**config.mk**
```make
export PLATFORM = sky130hd
export DESIGN_NAME = adcrs_top
export DESIGN_NICKNAME = d
export VERILOG_FILES = /design/src/rtl/adcrs_irq.v /design/src/rtl/adcrs_slot.v /design/src/rtl/adcrs_top.v
export VERILOG_INCLUDE_DIRS = /design/src /design/src/common
export SDC_FILE = /design/constraint.sdc
export NUM_CORES = 1
export LEC_CHECK = 0
export BUFFER_PORTS_ARGS = -buffer_cell sky130_fd_sc_hd__clkbuf_2
export CAP_MARGIN = 15
export CORE_ASPECT_RATIO = 0.8
export CORE_MARGIN = 1
export CORE_UTILIZATION = 45
export DETAILED_ROUTE_END_ITERATION = 10
export PLACE_DENSITY_LB_ADDON = 0.05
export SYNTH_ARGS = -nofsm -noshare
export SYNTH_HDL_FRONTEND = slang
export SYNTH_HIERARCHICAL = 1
export SYNTH_SLANG_ARGS = --single-unit
```
**constraint.sdc**
```tcl
create_clock -name clk_i -period 3.84 [get_ports clk_i]
set_input_delay 0 -clock clk_i [delete_from_list [all_inputs] [get_ports clk_i]]
set_output_delay 0 -clock clk_i [all_outputs]
set_load 0.01 [all_outputs]
```
**src/common/adcrs_regs.vh**
```
// register map, field positions and reset values of the result store
`ifndef ADCRS_REGS_VH
`define ADCRS_REGS_VH
`define ADCRS_OFS_SLOT0 8'h00
`define ADCRS_OFS_SLOT1 8'h04
`define ADCRS_OFS_SLOT2 8'h08
`define ADCRS_OFS_SLOT3 8'h0c
`define ADCRS_OFS_IRQ_STAT 8'h10
`define ADCRS_OFS_IRQ_MASK 8'h14
`define ADCRS_VAL_MSB 15
`define ADCRS_VAL_LSB 4
`define ADCRS_OVR_BIT 1
`define ADCRS_RF_BIT 0
`define ADCRS_NSLOT 4
`define ADCRS_RESET_WORD 32'h00000000
`define ADCRS_STAT_RESET 8'h00
`define ADCRS_ADDR_W 8
`endif

```
**src/rtl/adcrs_irq.v**
```verilog
// sticky event status, mask and level interrupt
`timescale 1ns/100ps
`include "adcrs_regs.vh"
module adcrs_irq (
    input wire clk_i,
    input wire rst_i,
    input wire [7:0] event_i,
    input wire stat_wr_i,
    input wire mask_wr_i,
    input wire [7:0] wdata_i,
    output reg [7:0] stat_o,
    output reg [7:0] mask_o,
    output wire irq_o
);
    always @(posedge clk_i) begin
        if (rst_i) begin
            stat_o <= `ADCRS_STAT_RESET;
            mask_o <= `ADCRS_STAT_RESET;
        end else begin
            // new events win over a write-one clear
            if (stat_wr_i) begin
                stat_o <= (stat_o & ~wdata_i) | event_i;
            end else begin
                stat_o <= stat_o | event_i;
            end
            if (mask_wr_i) begin
                mask_o <= wdata_i;
            end
        end
    end
    assign irq_o = |(stat_o & mask_o);
endmodule // adcrs_irq

```
**src/rtl/adcrs_slot.v**
```verilog
// one conversion result slot with stored and overrun flags
`timescale 1ns/100ps
`include "adcrs_regs.vh"
module adcrs_slot (
    input wire clk_i,
    input wire rst_i,
    input wire store_i,
    input wire [11:0] value_i,
    input wire clr_stored_i,
    input wire clr_ovr_i,
    output reg [11:0] value_o,
    output reg stored_o,
    output reg ovr_o
);
    always @(posedge clk_i) begin
        if (rst_i) begin
            value_o <= 12'h000;
            stored_o <= 1'b0;
            ovr_o <= 1'b0;
        end else begin
            if (store_i) begin
                value_o <= value_i;
            end
            // a store in the read cycle wins over the clear
            if (store_i) begin
                stored_o <= 1'b1;
            end else if (clr_stored_i) begin
                stored_o <= 1'b0;
            end
            if (store_i && stored_o) begin
                ovr_o <= 1'b1;
            end else if (clr_ovr_i) begin
                ovr_o <= 1'b0;
            end
        end
    end
endmodule // adcrs_slot

```
**src/rtl/adcrs_top.v**
```verilog
// conversion result store: four slots behind a classic wishbone slave
`timescale 1ns/100ps
`include "adcrs_regs.vh"
module adcrs_top (
    input wire clk_i,
    input wire rst_i,
    input wire wb_cyc_i,
    input wire wb_stb_i,
    input wire wb_we_i,
    input wire [7:0] wb_adr_i,
    input wire [3:0] wb_sel_i,
    input wire [31:0] wb_dat_i,
    output reg [31:0] wb_dat_o,
    output reg wb_ack_o,
    output wire wb_err_o,
    input wire conv_store_i,
    input wire [1:0] conv_slot_i,
    input wire [11:0] conv_value_i,
    output wire irq_o
);
    // bus phases: a request is taken in idle and answered in the next cycle
    localparam BUS_IDLE = 1'b0;
    localparam BUS_ANSWER = 1'b1;

    wire [11:0] val0;
    wire [11:0] val1;
    wire [11:0] val2;
    wire [11:0] val3;
    wire [3:0] stored;
    wire [3:0] ovr;
    wire [3:0] clr_stored;
    wire [3:0] clr_ovr;

    wire [3:0] ev_done;
    wire [3:0] ev_ovr;
    wire [7:0] events;
    wire [7:0] stat;
    wire [7:0] mask;
    wire [7:0] wr_byte;

    wire req;
    wire rd_take;
    wire wr_take;
    wire [3:0] slot_adr;
    wire [3:0] rd_hit;
    wire stat_adr;
    wire mask_adr;
    wire mapped;
    wire stat_wr;
    wire mask_wr;

    wire [31:0] word0;
    wire [31:0] word1;
    wire [31:0] word2;
    wire [31:0] word3;
    reg [3:0] store;
    reg bus_state_r;
    reg bus_state_nxt;
    reg [31:0] rdata;
    reg [31:0] dat_nxt;

    // one slot register image; everything outside the fields reads zero
    function [31:0] slot_word;
        input [11:0] v;
        input o;
        input f;
        begin
            slot_word = `ADCRS_RESET_WORD;
            slot_word[`ADCRS_VAL_MSB:`ADCRS_VAL_LSB] = v;
            slot_word[`ADCRS_OVR_BIT] = o;
            slot_word[`ADCRS_RF_BIT] = f;
        end
    endfunction

    // full compare: an alias would clear a slot's flags by surprise
    function adr_is;
        input [`ADCRS_ADDR_W-1:0] a;
        input [`ADCRS_ADDR_W-1:0] ofs;
        begin
            adr_is = (a == ofs);
        end
    endfunction

    // one-hot slot select from a bus address
    function [3:0] slot_onehot;
        input [`ADCRS_ADDR_W-1:0] a;
        begin
            slot_onehot[0] = adr_is(a, `ADCRS_OFS_SLOT0);
            slot_onehot[1] = adr_is(a, `ADCRS_OFS_SLOT1);
            slot_onehot[2] = adr_is(a, `ADCRS_OFS_SLOT2);
            slot_onehot[3] = adr_is(a, `ADCRS_OFS_SLOT3);
        end
    endfunction

    // anything else answers zero and ignores writes
    function is_mapped;
        input [`ADCRS_ADDR_W-1:0] a;
        begin
            is_mapped = (|slot_onehot(a)) |
                        adr_is(a, `ADCRS_OFS_IRQ_STAT) |
                        adr_is(a, `ADCRS_OFS_IRQ_MASK);
        end
    endfunction

    // the ack lasts one cycle, so one ack answers exactly one request
    always @* begin
        bus_state_nxt = BUS_IDLE;
        case (bus_state_r)
            BUS_IDLE: begin
                if (wb_cyc_i && wb_stb_i) begin
                    bus_state_nxt = BUS_ANSWER;
                end
            end
            BUS_ANSWER: begin
                bus_state_nxt = BUS_IDLE;
            end
            default: begin
                bus_state_nxt = BUS_IDLE;
            end
        endcase
    end

    // a request is taken on the edge that sees it in idle
    assign req = wb_cyc_i & wb_stb_i & (bus_state_r == BUS_IDLE);
    assign rd_take = req & ~wb_we_i;
    assign wr_take = req & wb_we_i;
    assign slot_adr = slot_onehot(wb_adr_i);
    assign stat_adr = adr_is(wb_adr_i, `ADCRS_OFS_IRQ_STAT);
    assign mask_adr = adr_is(wb_adr_i, `ADCRS_OFS_IRQ_MASK);
    assign mapped = is_mapped(wb_adr_i);
    // unmapped reads answer zero; an error would stall simple masters
    assign wb_err_o = 1'b0;

    assign rd_hit = {4{rd_take}} & slot_adr;
    // slot zero only lets go of its stored flag when byte lane 0 is read
    assign clr_stored[0] = rd_hit[0] & wb_sel_i[0];
    assign clr_stored[3:1] = rd_hit[3:1];
    assign clr_ovr = rd_hit;
    // only byte lane 0 of status and mask holds bits
    assign wr_byte = wb_dat_i[7:0];
    assign stat_wr = wr_take & stat_adr & wb_sel_i[0];
    assign mask_wr = wr_take & mask_adr & wb_sel_i[0];

    // a slot number selects one store strobe
    always @* begin
        store = 4'h0;
        case (conv_slot_i)
            2'h0: begin
                store[0] = conv_store_i;
            end
            2'h1: begin
                store[1] = conv_store_i;
            end
            2'h2: begin
                store[2] = conv_store_i;
            end
            2'h3: begin
                store[3] = conv_store_i;
            end
            default: begin
                store = 4'h0;
            end
        endcase
    end

    // four identical slots; only the stored-flag clear strobe tells slot zero apart
    adcrs_slot u_slot0 (
        .clk_i(clk_i),
        .rst_i(rst_i),
        .store_i(store[0]),
        .value_i(conv_value_i),
        .clr_stored_i(clr_stored[0]),
        .clr_ovr_i(clr_ovr[0]),
        .value_o(val0),
        .stored_o(stored[0]),
        .ovr_o(ovr[0])
    );

    adcrs_slot u_slot1 (
        .clk_i(clk_i),
        .rst_i(rst_i),
        .store_i(store[1]),
        .value_i(conv_value_i),
        .clr_stored_i(clr_stored[1]),
        .clr_ovr_i(clr_ovr[1]),
        .value_o(val1),
        .stored_o(stored[1]),
        .ovr_o(ovr[1])
    );

    adcrs_slot u_slot2 (
        .clk_i(clk_i),
        .rst_i(rst_i),
        .store_i(store[2]),
        .value_i(conv_value_i),
        .clr_stored_i(clr_stored[2]),
        .clr_ovr_i(clr_ovr[2]),
        .value_o(val2),
        .stored_o(stored[2]),
        .ovr_o(ovr[2])
    );

    adcrs_slot u_slot3 (
        .clk_i(clk_i),
        .rst_i(rst_i),
        .store_i(store[3]),
        .value_i(conv_value_i),
        .clr_stored_i(clr_stored[3]),
        .clr_ovr_i(clr_ovr[3]),
        .value_o(val3),
        .stored_o(stored[3]),
        .ovr_o(ovr[3])
    );

    // events: bits 3..0 result stored, bits 7..4 overrun per slot
    assign ev_done = store;
    assign ev_ovr = store & stored;
    assign events = {ev_ovr, ev_done};

    // status bits are sticky; writing a one clears them
    adcrs_irq u_irq (
        .clk_i(clk_i),
        .rst_i(rst_i),
        .event_i(events),
        .stat_wr_i(stat_wr),
        .mask_wr_i(mask_wr),
        .wdata_i(wr_byte),
        .stat_o(stat),
        .mask_o(mask),
        .irq_o(irq_o)
    );

    assign word0 = slot_word(val0, ovr[0], stored[0]);
    assign word1 = slot_word(val1, ovr[1], stored[1]);
    assign word2 = slot_word(val2, ovr[2], stored[2]);
    assign word3 = slot_word(val3, ovr[3], stored[3]);

    always @* begin
        rdata = `ADCRS_RESET_WORD;
        case (wb_adr_i)
            `ADCRS_OFS_SLOT0: begin
                rdata = word0;
            end
            `ADCRS_OFS_SLOT1: begin
                rdata = word1;
            end
            `ADCRS_OFS_SLOT2: begin
                rdata = word2;
            end
            `ADCRS_OFS_SLOT3: begin
                rdata = word3;
            end
            `ADCRS_OFS_IRQ_STAT: begin
                rdata = {24'h000000, stat};
            end
            `ADCRS_OFS_IRQ_MASK: begin
                rdata = {24'h000000, mask};
            end
            default: begin
                rdata = `ADCRS_RESET_WORD;
            end
        endcase
    end

    // read data stands until the next read is taken
    always @* begin
        dat_nxt = wb_dat_o;
        if (rd_take) begin
            if (mapped) begin
                dat_nxt = rdata;
            end else begin
                dat_nxt = `ADCRS_RESET_WORD;
            end
        end
    end

    // ack mirrors the answer phase, so it drops in the following cycle
    always @(posedge clk_i) begin
        if (rst_i) begin
            bus_state_r <= BUS_IDLE;
            wb_ack_o <= 1'b0;
        end else begin
            bus_state_r <= bus_state_nxt;
            wb_ack_o <= (bus_state_nxt == BUS_ANSWER);
        end
    end

    // flags clear at the same edge that captures the data
    always @(posedge clk_i) begin
        if (rst_i) begin
            wb_dat_o <= `ADCRS_RESET_WORD;
        end else begin
            wb_dat_o <= dat_nxt;
        end
    end
endmodule // adcrs_top

```
==> flow_summary.ini <==
[yosys]
ys_types = 45
yosysTopAreaCell = dfxtp_1
synth_edf_count = 0
yosysSeqAreaShare_pct = 42.88
syn_area_sq_um = 4155
syn_inst = 416
synth_seq_cells = 89
synth_common_cells = 89 x dfxtp_1, 66 x nor2_1, 63 x mux2i_1
yosys_warnings = 6
synth.area.top_cells = dfxtp_1 43%, mux2i_1 15%, nor2_1 6.0%
async_flop_share_pct = 0
syn_area_per_cell_sq_um = 9.989
synth_most_common_cell = dfxtp_1
synth_top_area_share_pct = 42.88
synth-main-ff-cell = dfxtp_1

[critical_path]
worstSetupEndpointType = flop
crit_path_start_kind = flop
critPathMaxFanout = 15
reg2reg_from = bus_state_r$_SDFF_PP0_
max_stage_delay_ns = 0.57
cp.arrival_ns = 2.35
reg2reg_to = wb_dat_o[11]$_SDFFE_PP0N_
crit_type = reg2reg
r2r_cells = 4
cp_cell_sequence = and4bb_1, nand4_4, nor4_4, a221o_1
ff2ff_setup_slack_ns = 1.77
worstPathRequired_ns = 4.12
slowest_stage = nor4_4

[cts]
clk_pin_slew_ns = 0.06
root_buffer = clkbuf_16
cts_tree = done
cts_hold_buf = 22
cts_setup_buffers = 0
cts_buffer_depth = 2
clock-sinks = 89
cts_resized = 0
clk_latency_ns = 0.34
cts_buffers = 9
cts_max_level = 3

[floorplan]
die-width_microns = 109.4
dieArea_sq_um = 9625
ios = 99
initial_utilization_pct = 47.72
core_region_area_sq_um = 8708
die_h_microns = 87.95
rows = 30

[finish]
nets = 542
fillers = 827
seq_area_sq_um = 1782
multiInputGateArea_sq_um = 2043
drive_gt1_share_pct = 18.22
antennaDiodeCount = 0
area_growth_pct = 15.72

[sta]
skew_ns = 0.008137
timing_worst_slew_pin_value_ns = 1.171
fmax_ghz = 0.4824
setup_viol = 0
fin_tns_setup_ns = 0
hold_slack_ns = 0.05735
post-route-period-util_pct = 53.98
post-route-min-period_ns = 2.073
finalHoldViolations = 0
slew_viol_final = 0
rsz0062_at_grt = false
setup_ws_ns = 1.767
slew_headroom_pct = 21.96

[power_and_ir_drop]
vdd_drop_max_mv = 0.2840
power.total_uw = 2013
cellLeakagePower_uw = 0.001872
powerDensity_nw_per_um2 = 418.7

[global_route]
grt_pass1_vias = 2852
antenna_found_initial = 0
grt_pass1_wl_microns = 15460
grt_max_degree = 54
grt-ovfl-total = 0
grt_usage_pct = 21.69

[hold_path]
hp-class = in2reg
hp-start = wb_sel_i[0]
min_to = u_slot0/stored_o$_SDFFE_PP0P_
whs_path_depth = 4

[run_status]
outcome = finished clean

[detailed_routing]
drt-initial-drc-count = 181
wl_per_cell_microns = 16.64
ant_nets = 0
firstDrtPassIters = 4
drc_errors = 0
vias = 3160
wl_microns = 9900
vias_per_cell = 5.311

[placement]
dp_hpwl_microns = 6408
dp_slack_ns = 1.761
port_buffers = 54
gp_congestion = 0.8171

[flow_run]
cap_violations = 0
==> power by group <==
group	switching [uW]	total (uW)	leakage, uW	internal, uW
clock network	349	873	0.000137	523
logic	103	179	0.00101	76.3
registers	14.0	962	0.000722	948
total	466	2010	0.00187	1550
==> sequential cells by signal, summed over array words and instances, names as in the netlist, 8 cells and up <==
name	flops
wb_dat_o	16
u_irq/mask_o	8
u_slot2/value_o	12
u_slot0/value_o	12
u_slot3/value_o	12
u_slot1/value_o	12
u_irq/stat_o	8
==> layout make-up <==
| cell class | count | share of cell area [%] |
|---|---|---|
| Timing Repair Buffer | 79 | 10.93 |
| Clock buffer | 14 | 5.282 |
| Tap cell | 112 | 2.914 |
| Clock inverter | 2 | 0.7806 |
| Multi-Input combinational cell | 292 | 42.49 |
| Sequential cell | 89 | 37.05 |
| Inverter | 7 | 0.5464 |
==> kinds of logic (layout without fill, tap and decap cells) <==
kind of cell,count (synthesis),in the layout,share of synthesized area (%)
DFF,89,89,42.88
other,1,17,0.09025
muxes,77,77,19.24
buffers and inverters,51,102,9.515
AOI/OAI and AO/OA,71,71,12.83
and+or+nand+nor,127,127,15.45
==> metal layers <==
metal  up-vias  global-route usage (%)  routed length (microns)
li1       1568                       -                        -
met3         7                   5.878                      451
met1      1507                   31.40                     5091
met2        78                   32.02                     4274
met4         0                   5.091                       82
met5         -                       0                        0
==> worst max-delay path by stage <==
stage	startpoint	slack [ns]	end
global placement	bus_state_r$_SDFF_PP0_	1.78	wb_dat_o[15]$_SDFFE_PP0N_
floorplan	bus_state_r$_SDFF_PP0_	2.33	u_slot0/stored_o$_SDFFE_PP0P_
finish	bus_state_r$_SDFF_PP0_	1.77	wb_dat_o[11]$_SDFFE_PP0N_
CTS	bus_state_r$_SDFF_PP0_	1.75	wb_dat_o[11]$_SDFFE_PP0N_
global route	bus_state_r$_SDFF_PP0_	1.60	wb_dat_o[11]$_SDFFE_PP0N_
detailed placement	bus_state_r$_SDFF_PP0_	1.76	wb_dat_o[11]$_SDFFE_PP0N_
==> through the flow <==
stage / cell area, sq um / instances / util (%)
5_1_grt: 4808 / 595 / 55.22
3_3_place_gp: 4297 / 557 / 49.34
4_1_cts: 4808 / 595 / 55.22
2_1_floorplan: 4215 / 432 / -
3_5_place_dp: 4297 / 557 / 49.34
6_report: 4808 / 595 / 55.22
==> placed cells by master (no fill, tap or decap), drive strengths merged, types with 3 or more instances in the layout <==
cell / Yosys / layout
a21boi: 8 / 8
nand2b: 10 / 10
nand3: 3 / 3
and2: 6 / 6
mux2: 13 / 13
o22ai: 3 / 3
o21ai: 3 / 3
o21ba: 8 / 8
a221o: 8 / 8
conb: 1 / 17
dlygate4sd3: 0 / 22
nand3b: 3 / 3
dfxtp: 89 / 89
nand2: 12 / 12
a22oi: 13 / 13
mux2i: 63 / 63
inv: 7 / 7
clkbuf: 4 / 68
a21oi: 15 / 15
nor2: 66 / 66
nor3: 12 / 12
a211oi: 3 / 3
buf: 40 / 3
and3: 6 / 6
==> critical path: cells and delay by family (launching register included) <==
family	cells	cell delay [ns]
simple gates	3	1.44
compound gates	1	0.24
flops	1	0.33
Power figures use the tool's default switching activity.
